### src/verilog/sns_pkg.sv
package sns_pkg;
   localparam int SNS_IW = 12;
   localparam int SNS_DW = 8;
   localparam int SNS_AW = 5;
   localparam int SNS_NIB = 4;
   localparam logic [5:0] SNS_OP_SUB = 6'h02;
   localparam logic [5:0] SNS_OP_SWAP = 6'h0E;
   localparam int SNS_OP_LSB = 6;
   localparam int SNS_D_BIT = 5;
   localparam logic [SNS_DW-1:0] SNS_W_RST = 8'h00;
   localparam logic [SNS_AW-1:0] SNS_F_MAX = 5'h1F;

   typedef struct packed {
      logic carry;
      logic digit_carry_flag;
      logic zero;
   } sns_flags_t;

   typedef struct packed {
      logic valid;
      logic [SNS_AW-1:0] addr;
      logic [SNS_DW-1:0] data;
   } sns_fwr_t;
endpackage : sns_pkg

### src/verilog/sns_alu.sv
`timescale 1ns/100ps
`default_nettype none
module sns_alu (
   input wire logic i_ref_clk,
   input wire logic i_rst_n,
   input wire logic i_insn_valid,
   input wire logic [sns_pkg::SNS_IW-1:0] i_insn,
   input wire logic [sns_pkg::SNS_DW-1:0] i_file_rdata,
   input wire sns_pkg::sns_flags_t i_flags,
   output logic [sns_pkg::SNS_AW-1:0] o_file_raddr,
   output sns_pkg::sns_fwr_t o_file_wr,
   output sns_pkg::sns_flags_t o_flags,
   output logic o_flags_we,
   output logic [sns_pkg::SNS_DW-1:0] o_accum,
   output logic o_done
);
   import sns_pkg::*;

   function automatic logic [1:0] decode(input logic [SNS_IW-1:0] insn);
      logic [SNS_IW-SNS_OP_LSB-1:0] op;
      op = insn[SNS_IW-1:SNS_OP_LSB];
      decode = {op == SNS_OP_SWAP, op == SNS_OP_SUB};
   endfunction : decode

   logic [1:0] dec;
   logic is_sub;
   logic is_swap;
   logic to_file;
   logic [SNS_AW-1:0] addr;
   logic [SNS_DW:0] diff;
   logic [SNS_NIB:0] ldiff;
   logic [SNS_DW-1:0] result;
   logic w_we;
   sns_fwr_t next_file_wr;
   sns_flags_t next_flags;
   logic next_flags_we;
   logic next_done;

   // The file address is sent combinationally from the raw instruction, so the
   // register file must return read data in the same cycle.
   assign dec = decode(i_insn);
   assign addr = i_insn[SNS_AW-1:0];

   // The swap is pure wiring; each bit lands one nibble away, so it costs no logic.
   wire logic [SNS_DW-1:0] swapped;
   genvar gi;
   generate
      for (gi = 0; gi < SNS_NIB; gi = gi + 1) begin : g_swap
         assign swapped[gi] = i_file_rdata[gi + SNS_NIB];
         assign swapped[gi + SNS_NIB] = i_file_rdata[gi];
      end
   endgenerate

   always_comb begin
      o_file_raddr = addr;
   end

   sns_wreg u_wreg (
      .i_ref_clk(i_ref_clk),
      .i_rst_n(i_rst_n),
      .i_we(w_we),
      .i_wdata(result),
      .o_rdata(o_accum)
   );

   always_comb begin
      is_sub = i_insn_valid && dec[0];
      is_swap = i_insn_valid && dec[1];
      to_file = i_insn[SNS_D_BIT];
      // A ninth bit keeps the borrow, so carry needs no separate compare.
      diff = {1'b0, i_file_rdata} - {1'b0, o_accum};
      ldiff = {1'b0, i_file_rdata[SNS_NIB-1:0]} - {1'b0, o_accum[SNS_NIB-1:0]};
      result = is_swap ? swapped : diff[SNS_DW-1:0];
      w_we = (is_sub || is_swap) && !to_file;
      next_file_wr.valid = (is_sub || is_swap) && to_file;
      next_file_wr.addr = addr;
      next_file_wr.data = result;
      next_flags = o_flags;
      next_flags_we = 1'b0;
      if (is_sub) begin
         next_flags.carry = ~diff[SNS_DW];
         next_flags.digit_carry_flag = ~ldiff[SNS_NIB];
         next_flags.zero = (diff[SNS_DW-1:0] == '0);
         next_flags_we = 1'b1;
      end else begin
         next_flags = i_flags;
      end
      next_done = is_sub || is_swap;
   end

   always_ff @(posedge i_ref_clk or negedge i_rst_n) begin
      if (!i_rst_n) begin
         o_file_wr <= '0;
         o_flags <= '0;
         o_flags_we <= 1'b0;
         o_done <= 1'b0;
      end else begin
         o_file_wr <= next_file_wr;
         o_flags <= next_flags;
         o_flags_we <= next_flags_we;
         o_done <= next_done;
      end
   end
endmodule : sns_alu
`default_nettype wire

### src/verilog/sns_wreg.sv
`timescale 1ns/100ps
`default_nettype none
// Holds the working accumulator; read data come straight from the register.
module sns_wreg (
   input wire logic i_ref_clk,
   input wire logic i_rst_n,
   input wire logic i_we,
   input wire logic [sns_pkg::SNS_DW-1:0] i_wdata,
   output logic [sns_pkg::SNS_DW-1:0] o_rdata
);
   import sns_pkg::*;
   logic [SNS_DW-1:0] next_rdata;

   always_comb begin
      next_rdata = i_we ? i_wdata : o_rdata;
   end

   always_ff @(posedge i_ref_clk or negedge i_rst_n) begin
      if (!i_rst_n) begin
         o_rdata <= SNS_W_RST;
      end else begin
         o_rdata <= next_rdata;
      end
   end
endmodule : sns_wreg
`default_nettype wire

### config.mk
export PLATFORM = sky130hd
export DESIGN_NAME = sns_alu
export DESIGN_NICKNAME = d
export VERILOG_FILES = /design/src/verilog/sns_pkg.sv /design/src/verilog/sns_alu.sv /design/src/verilog/sns_wreg.sv
export SDC_FILE = /design/constraint.sdc
export NUM_CORES = 1
export LEC_CHECK = 0
export ABC_AREA = 0
export BUFFER_PORTS_ARGS = -buffer_cell sky130_fd_sc_hd__buf_4
export CAP_MARGIN = 5
export CELL_PAD_IN_SITES_DETAIL_PLACEMENT = 0
export CELL_PAD_IN_SITES_GLOBAL_PLACEMENT = 2
export CORE_UTILIZATION = 29
export DETAILED_ROUTE_END_ITERATION = 7
export GPL_TIMING_DRIVEN = 0
export PLACE_DENSITY = 0.77
export SETUP_SLACK_MARGIN = 0.3
export SYNTH_ARGS = -nofsm -noshare
export SYNTH_HDL_FRONTEND = slang
export SYNTH_SLANG_ARGS = --single-unit
### constraint.sdc
create_clock -name i_ref_clk -period 2.29 [get_ports i_ref_clk]
set_input_delay 0.1145 -clock i_ref_clk [delete_from_list [all_inputs] [get_ports i_ref_clk]]
set_output_delay 0.1145 -clock i_ref_clk [all_outputs]
set_load 0.02 [all_outputs]
# Word level (Yosys, flattened, before mapping)
# Cells that the tools add are included.
dict set report classes {
  add_sub_neg 2
  multipliers 0
  mux 3
  bitwise 2
  div_mod_pow 0
  eq_ne 2
  shifts 0
  order_cmp 0
  n_reduce_logical 7
}
# operator n
set ops {}
lappend ops {{$sub 8x8->9} 1}
lappend ops {{$logic_not 8->1} 1}
lappend ops {{$mux 8} 1}
lappend ops {{$eq 6x2->1 const B} 1}
lappend ops {{$eq 6x4->1 const B} 1}
lappend ops {{$sub 4x4->5} 1}
lappend ops {{$logic_and 1x1->1} 4}
lappend ops {{$mux 3} 1}
lappend ops {{$not 1->1} 2}
lappend ops {{$logic_not 1->1} 1}
lappend ops {{$logic_or 1x1->1} 1}
lappend ops {{$mux 1} 1}
dict set report totals {
  out_inout_bits 32
  latch_bits 0
  wordCells 25
  n_memories 0
  inputBits 26
  mem_bits_rw 0
  romBits 0
  reg_bits 27
}

# Depth between registers and ports, before layout
# Gate-level depths: netlist (run 1).
dict set report logic_depth {
  depth_word 4
  ltp_mapped 8
  ltp_nobuf 8
}

# Hierarchy
# A second synthesis (run 1) with hierarchy kept.
dict set report unflattened {
  cells_unflattened 132
  hier_area_um2 1470.2
}
# module area_each_um2 cells_per_inst instances seq_area_each_um2
set by_module_without_submodules {}
lappend by_module_without_submodules {sns_alu 1138.6 115 1 475.5}
lappend by_module_without_submodules {sns_wreg 331.6 17 1 200.2}

# Worst setup path before layout (run 1)
# No wires, ideal clock.
dict set report synth_timing {
  kind {flip-flop to flip-flop}
  startpoint {register u_wreg.o_rdata[0] (netlist name)}
  endpoint {register u_wreg.o_rdata[6] (netlist name)}
  path_slack_ns 0.244
  setup_time_ns 0.125
  path_buffers 0
  synth_period_minus_slack_ns 2.046
  t_required_ns 2.165
  arrival_ns 1.921
  stages_incl_launch_ff 8
  path_cell_list {dfrtp_1 -> ha_1 -> fa_1 -> nor2b_4 -> o2111a_1 -> o31a_1 -> o31ai_2 -> mux2_4}
}
# element line_no
set synth_lines {}
lappend synth_lines {{start, declared} sns_wreg.sv:9} ;# output logic [sns_pkg::SNS_DW-1:0] o_rdata
lappend synth_lines {{start signal, assigned} sns_wreg.sv:22} ;# o_rdata <= next_rdata;

==> summary.md, run 1 <==
| Metric | Value |
|---|---|
| Internal power of the cells | 0.00108 W |
| Root Buffer Master | clkbuf_8 |
| MaxCap Viol Count | 0 |
| Sink count of the clock tree | 27 |
| Number of violations reported at the end of detailed-routing iteration 0 | 24 |
| Synth warnings | 0 |
| Syn_area_per_cell | 11.1 sq um |
| Hold slack final | 61.1 ps |
| NumNets Final | 240 |
| Type of the worst setup path | reg -> reg |
| Clk pwr share | 16.4% |
| Post-route DRC | 0 |
| Non-filler instance count after layout | 271 |
| Worst Skew | 4.94 ps |
| Share of cell area taken by muxes after synthesis | 7.91% |
| Wire length of the first global-routing pass | 6.07 mm |
| WL met3 | 171 um |
| Simple-gate share of the synthesized area | 16.1% |
| Period utilisation layout | 88.1% |
| Highest signal layer in the routed design | met4 |
| Min-Delay Path Class | in -> reg |
| Data required time at the worst endpoint | 2460 ps |
| DIE HEIGHT | 72.8 um |
| Area of the die | 0.00530 sq mm |
| Detailed-route via count | 1219 |
| Maximum VDD drop | 0.000444 V |
| Setup total negative slack | 0 ps |
| IO Port Bufs | 57 |
| Final GP Congestion | 0.855 |
| Routed len/inst | 14.6 um |
| Count of endpoints failing setup in the final report | 0 |
| Antenna viol nets, final | 0 |
| Switching power | 0.000628 W |
| Io pins | 58 |
| Startpoint types | flip-flop |
| Adder-cell share of the synthesized area | 8.25% |
| Syn-to-layout area delta | 51.8% |
| Clock tree from TritonCTS | built |
| Met2 Routed Length | 2.05 mm |
| Flop pwr share | 35.4% |
| Aggregate routed wire length | 3.96 mm |
| Part of the power in combinational logic | 48.2% |
| TritonCTS buffer count | 3 |
| Cell count after placement | 255 |
| Slew Limit Fails | 0 |
| Die Span X | 72.8 um |
| Synthesized netlist net count | 166 |
| Post-Route Utilization | 46.1% |
| Static power due to leakage | 1.02 nW |
| Transition time at the pin with the least slew margin | 624 ps |
| Xor/xnor cell area share of the yosys netlist | 1.81% |
| Flops & latches, synth | 27 |
| Layout cells sized above 1 | 50.0% |
| Netlist Area Pre-Place | 0.00146 sq mm |
| Maximum fanout along the worst path | 6 |
| Antenna violations before repair | 0 |
| Global-route usage over all layers | 15.2% |
| Overall overflow remaining after global route | 0 |
| Worst slack after detailed placement | 198 ps |
| Via count of the first global-routing pass | 1212 |
| Portion of the post-synthesis area used by sequential elements | 46.4% |
| Pwr dens | 774 mW/mm^2 |
| Combinational family with the most area after synthesis | simple AND/OR/NAND/NOR gates |
| Delay of the slowest cell on the worst path | 410 ps |
| Row count | 25 |
| Antenna fix cells | 0 |
| Pin count of the biggest net entering global routing | 28 |
| Cell variety after synth | 37 |
| Fraction of power spent switching nets | 36.7% |
| Maximum clock rate | 0.495 GHz |
| Critical path arrival | 2190 ps |
| Wl on met1 | 1.71 mm |
| Number of levels the H-tree was split into | 1 |
| Synthesized instance count | 131 |
| Share of the synthesized area in compound gates (AO/OA/AOI/OAI) | 13.4% |
| Relative slew slack | 58.1% |
| Estimated wirelength of the detail-placed design | 3.03 mm |
| Outcome | finished clean |
| Vias per inst | 4.50 |
| Slowest stage cell on the critical path | dfrtp_1 |
| Setup repair after global routing missed its margin | yes |
| Sort of element at the end of the critical path | flip-flop |
| Number of hold violations in the final report | 0 |
| Core area | 0.00479 sq mm |
| Starting utilization of the core area | 30.4% |
| Initial DRT Pass Iterations | 4 |
| Worst-path cell chain | inv_1 > ha_4 > nor2b_4 > o2111a_1 > nor4_2 > o31ai_2 > mux2_4 |
| Clk_lat worst skew | 280 ps |
| Longest Clk Path Bufs | 2 |
| Min Tclk post-route | 2020 ps |
| Post-layout worst setup margin | 271 ps |
| Clock-pin slew of the registers on the worst-case setup and hold paths | 100 ps |
## kinds of logic (layout without fill, tap and decap cells)
| kind of cell | after synthesis | after routing |
|---|---|---|
| simple gates | 36 | 36 |
| buf+inv | 18 | 91 |
| fa+ha+maj | 9 | 9 |
| xor+xnor | 3 | 3 |
| compound gates | 28 | 28 |
| mux | 10 | 10 |
| flops | 27 | 27 |
## cells in the final DEF, fill, tap and decap left out, drive strengths merged, types with 2 or more instances in the layout
| cell | n |
|---|---|
| nor2b | 5 |
| a211oi | 2 |
| o221ai | 2 |
| xor2 | 2 |
| o31ai | 3 |
| dlygate4sd3 | 6 |
| inv | 11 |
| nand2 | 11 |
| o2111a | 2 |
| nor2 | 6 |
| a21oi | 7 |
| o21a | 3 |
| mux2 | 9 |
| nor4 | 2 |
| dfrtp | 27 |
| buf | 70 |
| o21ai | 6 |
| nand2b | 3 |
| nor3 | 4 |
| clkbuf | 3 |
| ha | 8 |
## synthesized netlist by cell type, drive strengths merged
cell type / n / area (sq um)
a211oi: 2 / 15.0
a21oi: 7 / 35.0
and2: 1 / 6.26
and3: 1 / 6.26
buf: 7 / 47.6
dfrtp: 27 / 676
fa: 1 / 20.0
ha: 8 / 100
inv: 11 / 41.3
mux2: 9 / 105
mux2i: 1 / 10.0
nand2: 11 / 41.3
nand2b: 3 / 18.8
nand3b: 1 / 7.51
nand4: 1 / 6.26
nand4bb: 1 / 27.5
nor2: 6 / 22.5
nor2b: 5 / 38.8
nor3: 4 / 31.3
nor4: 2 / 27.5
o2111a: 2 / 22.5
o2111ai: 1 / 8.76
o211ai: 1 / 7.51
o21a: 3 / 22.5
o21ai: 6 / 30.0
o221ai: 2 / 17.5
o31a: 1 / 8.76
o31ai: 3 / 27.5
xnor2: 1 / 8.76
xor2: 2 / 17.5
## worst max-delay path: cells and delay by family (launching register included)
family / cells / cell delay (ps)
AOI/OAI and AO/OA: 2 / 400
adders and majority gates: 1 / 230
buffers and inverters: 1 / 120
DFF: 1 / 410
muxes: 1 / 270
and+or+nand+nor: 2 / 490
## timing repair
action                                  CTS  global route
pin swaps                                 2             5
gates resized for setup                   4            11
hold buffers                              6             0
endpoints found under the setup margin    5             6
gates cloned                              0             0
endpoints found under the hold margin    32             0
setup buffers                             0             6
## layer usage
metal / GRT usage [%] / vias up
met5: 0 / -
met4: 3.92 / 0
met3: 3.59 / 5
met2: 26.3 / 35
met1: 19.2 / 575
li1: - / 604
## sequential cells by signal, indices dropped and copies added, names as in the netlist
| signal | flops |
|---|---|
| o_file_wr | 14 |
| u_wreg.o_rdata | 8 |
| o_done | 1 |
| o_flags | 3 |
| o_flags_we | 1 |
## stage by stage
| step | area (sq um) | power [W] |
|---|---|---|
| after detailed placement | 1980 | 0.00133 |
| after floorplan | 1470 | 0.00104 |
| after global placement | 1980 | 0.00132 |
| after CTS | 2110 | 0.00164 |
| final | 2210 | 0.00171 |
| after global routing | 2210 | 0.00181 |
## cell type report
type | instances | area (sq um)
Clock inverter | 1 | 7.51
Sequential cell | 27 | 677
Clock buffer | 3 | 41.3
Multi-Input combinational cell | 86 | 774
Timing Repair Buffer | 69 | 533
Buffer | 7 | 50.0
Fill cell | 480 | 2580
Inverter | 11 | 41.3
Tap cell | 67 | 83.8
## worst paths after layout
kind / start / endpoint / slack [ps] / cells past startpoint
min in group asynchronous: i_rst_n / o_done / 290 / 2
worst max-delay path: u_wreg.o_rdata[2] / u_wreg.o_rdata[6] / 270 / 7
worst max register to register: u_wreg.o_rdata[2] / u_wreg.o_rdata[6] / 270 / 7
max in group asynchronous: i_rst_n / u_wreg.o_rdata[0] / 1720 / 2
worst min register to register: u_wreg.o_rdata[6] / u_wreg.o_rdata[6] / 560 / 1
worst min-delay path: i_flags[0] / o_flags[0] / 60 / 3
## power by group through the flow
stage               registers (W)  logic, W  clock network [W]
floorplan                0.000721  0.000321                  0
global placement         0.000611  0.000709                  0
detailed placement       0.000613  0.000713                  0
CTS                      0.000606  0.000744           0.000292
global route             0.000614  0.000890           0.000311
finish                   0.000605  0.000824           0.000281
Power figures use the tool's default switching activity.
==> run 2: changes to the inputs <==
--- a/config.mk
+++ b/config.mk
@@ -9,8 +9,8 @@
 export BUFFER_PORTS_ARGS = -buffer_cell sky130_fd_sc_hd__buf_4
 export CAP_MARGIN = 5
 export CELL_PAD_IN_SITES_DETAIL_PLACEMENT = 0
-export CELL_PAD_IN_SITES_GLOBAL_PLACEMENT = 2
-export CORE_UTILIZATION = 29
+export CELL_PAD_IN_SITES_GLOBAL_PLACEMENT = 1
+export CORE_UTILIZATION = 36
 export DETAILED_ROUTE_END_ITERATION = 7
 export GPL_TIMING_DRIVEN = 0
 export PLACE_DENSITY = 0.77
==> run 2 against run 1 <==
Effect of this change: first-iteration DRC count is 8.3% lower; worst setup slack better by 39 ps; cell count is 8.1% lower; combinational power is 11% lower; core utilization grew 9.6 points; sequential power shrank 1%; sequential share of layout area rose by 1.5 points; critical path type unchanged; largest cell class unchanged; largest power group unchanged.
==> summary.md, run 2 (same netlist as run 1, synthesis figures left out) <==
| Metric | Value |
|---|---|
| Outcome | finished clean |
| Kind of cell adding the most delay to the critical path | adder cells |
| Routed len/inst | 13.3 um (-9.2%) |
| Maximum clock rate | 0.505 GHz (+2.0%) |
| Root Buffer Master | clkbuf_8 |
| Final GP Congestion | 0.794 (-7.1%) |
| Register with the highest flop count | o_file_wr |
| Post-route DRC | 0 (unchanged) |
| Critical path arrival | 2140 ps (-50 ps) |
| Area of the die | 0.00430 sq mm (-19%) |
| Registers with the most flip-flops | o_file_wr: 14 flops, u_wreg.o_rdata: 8 flops, o_flags: 3 flops |
| Worst-path cell chain | ha_2 > fa_2 > nor2b_4 > o2111a_1 > o31a_1 > o31ai_2 > mux2_4 |
| Core area | 0.00377 sq mm (-21%) |
| Period utilisation layout | 86.4% (-1.7 points) |
| End of the worst hold path | o_flags[0] |
| Maximum fanout along the worst path | 3 (-3) |
| Antenna fix cells | 0 (unchanged) |
| Longest Clk Path Bufs | 2 (unchanged) |
| Vias per inst | 4.89 (+8.7%) |
| Initial DRT Pass Iterations | 2 (-2) |
| Die Span X | 65.6 um (-10%) |
| Syn-to-layout area delta | 44.5% |
| Row count | 22 (-12%) |
| Relative slew slack | 51.0% (-7.2 points) |
| Worst slack after detailed placement | 269 ps (+71.1 ps) |
| Leading cell type in the layout, fill and taps excluded | buf_4 |
| R2r startpoint | u_wreg.o_rdata[0] |
| Aggregate routed wire length | 3.30 mm (-17%) |
| Max reg flops | 14 (unchanged) |
| Delay of the slowest cell on the worst path | 410 ps (about the same) |
| Pin count of the biggest net entering global routing | 28 (unchanged) |
| Number of hold violations in the final report | 0 (unchanged) |
| Estimated wirelength of the detail-placed design | 2.58 mm (-15%) |
| Clk_lat worst skew | 270 ps (about the same) |
| Layout cells sized above 1 | 45.8% (-4.2 points) |
| Overall overflow remaining after global route | 0 (unchanged) |
| Sink count of the clock tree | 27 (unchanged) |
| Setup total negative slack | 0 ps (unchanged) |
| IO Port Bufs | 57 (unchanged) |
| Antenna viol nets, final | 0 (unchanged) |
| NumNets Final | 237 (-1.3%) |
| Global-route usage over all layers | 16.6% (+1.4 points) |
| Detailed-route via count | 1218 (-0.082%) |
| Pwr dens | 760 mW/mm^2 (-1.8%) |
| Commonest cells after routing, fill and taps aside | buf_4 (65), dfrtp_1 (26), inv_1 (11), nand2_1 (11), mux2_2 (8) |
| Wire length of the first global-routing pass | 5.51 mm (-9.3%) |
| Clock tree from TritonCTS | built |
| Worst Skew | 5.42 ps (+0.475 ps) |
| Type of the worst setup path | reg -> reg |
| Worst hold start | i_flags[0] |
| TritonCTS buffer count | 3 (unchanged) |
| MaxCap Viol Count | 0 (unchanged) |
| Slew Limit Fails | 0 (unchanged) |
| Data required time at the worst endpoint | 2450 ps (about the same) |
| Cell count of the worst reg-to-reg path | 7 (unchanged) |
| Number of violations reported at the end of detailed-routing iteration 0 | 22 (-8.3%) |
| Setup slack on the worst flop-to-flop path | 310 ps (+40 ps) |
| Antenna violations before repair | 0 (unchanged) |
| Min Tclk post-route | 1980 ps (-39.4 ps) |
| Slowest stage cell on the critical path | dfrtp_2 |
| Count of endpoints failing setup in the final report | 0 (unchanged) |
| DIE HEIGHT | 65.6 um (-10%) |
| Number of levels the H-tree was split into | 1 (unchanged) |
| Maximum VDD drop | 0.000349 V (-21%) |
| Static power due to leakage | 1.00 nW (-1.8%) |
| Number of buffer and inverter instances along the worst setup path | 0 (-1) |
| Setup repair after global routing missed its margin | yes |
| Startpoint types | flip-flop |
| Transition time at the pin with the least slew margin | 730 ps (+107 ps) |
| Min-Delay Path Class | in -> reg |
| Io pins | 58 (unchanged) |
| Worst r2r dst | u_wreg.o_rdata[6] |
| Via count of the first global-routing pass | 1192 (-1.7%) |
| Hold Path Cell Cnt | 3 (unchanged) |
| Clock-pin slew of the registers on the worst-case setup and hold paths | 90 ps (about the same) |
| Starting utilization of the core area | 38.6% (+8.2 points) |
| Sort of element at the end of the critical path | flip-flop |
| Post-layout worst setup margin | 311 ps (+39.4 ps) |
## run 2: cell types whose count changed in the layout (fill, tap and decap cells not counted), moves of 2 or more
cell      before  now
a21oi_1        4    7
a21oi_2        3    0
buf_4         69   65
ha_4           2    0
o221ai_1       0    2
o221ai_2       2    0
o31ai_2        1    3
## run 2: cell type report
class	instances	area, sq um
clock buffer	4	45.0
buffer	7	50.0
inverter	11	41.3
timing repair buffer	66	510
sequential	27	677
multi-input combinational	86	719
fill	334	1670
tap	48	60.1
## run 2: per-layer routing
metal  share of wire [%]  vias up  routed length [um]  track usage, %
li1                    -      603                   -               -
met1                  42      572                1390            20.2
met2                  52       38                1710            30.5
met3                 5.1        5                 170            2.08
met4                0.91        0                  30            4.08
met5                   0        -                   0               0
## run 2: metrics by stage
step / instance area [sq um] / utilization (%) / hold WS (ps) / instances / power [W]
global placement: 1950 / 51.8 / 43.6 / 236 / 0.00129
global route: 2100 / 55.8 / 78.3 / 249 / 0.00170
CTS: 2060 / 54.7 / 57.6 / 246 / 0.00159
detailed placement: 1950 / 51.8 / 49.0 / 236 / 0.00130
floorplan: 1470 / - / -181 / 131 / 0.00104
finish: 2100 / 55.8 / 62.1 / 249 / 0.00160
## run 2: how the worst max path moves through the flow
stage | start | endpoint | slack [ps] | cells after the start
floorplan | u_wreg.o_rdata[2] | u_wreg.o_rdata[6] | 310 | 7
global placement | u_wreg.o_rdata[0] | u_wreg.o_rdata[6] | 280 | 7
detailed placement | u_wreg.o_rdata[0] | u_wreg.o_rdata[6] | 270 | 7
CTS | u_wreg.o_rdata[0] | u_wreg.o_rdata[6] | 240 | 7
global route | u_wreg.o_rdata[4] | u_wreg.o_rdata[7] | 220 | 7
finish | u_wreg.o_rdata[0] | u_wreg.o_rdata[6] | 310 | 7
## run 2: timing repair
item / 4_1_cts / 5_1_grt
hold endpoints to repair: 32 / 0
setup buffers: 0 / 3
resized for setup: 1 / 5
hold buffers: 6 / 0
pin swaps: 0 / 4
cloned: 0 / 0
setup endpoints to repair: 2 / 8
## run 2: worst min-delay path, cell delays in order
cell and delay [ps]:
buf_4 80, nand2_1 30, o21ai_1 70
## run 2: power by group
part	switching [W]	leakage (nW)	total, W	internal (W)
registers	0.0000368	0.333	0.000599	0.000563
clock network	0.000143	0.0228	0.000267	0.000125
logic	0.000383	0.645	0.000733	0.000350
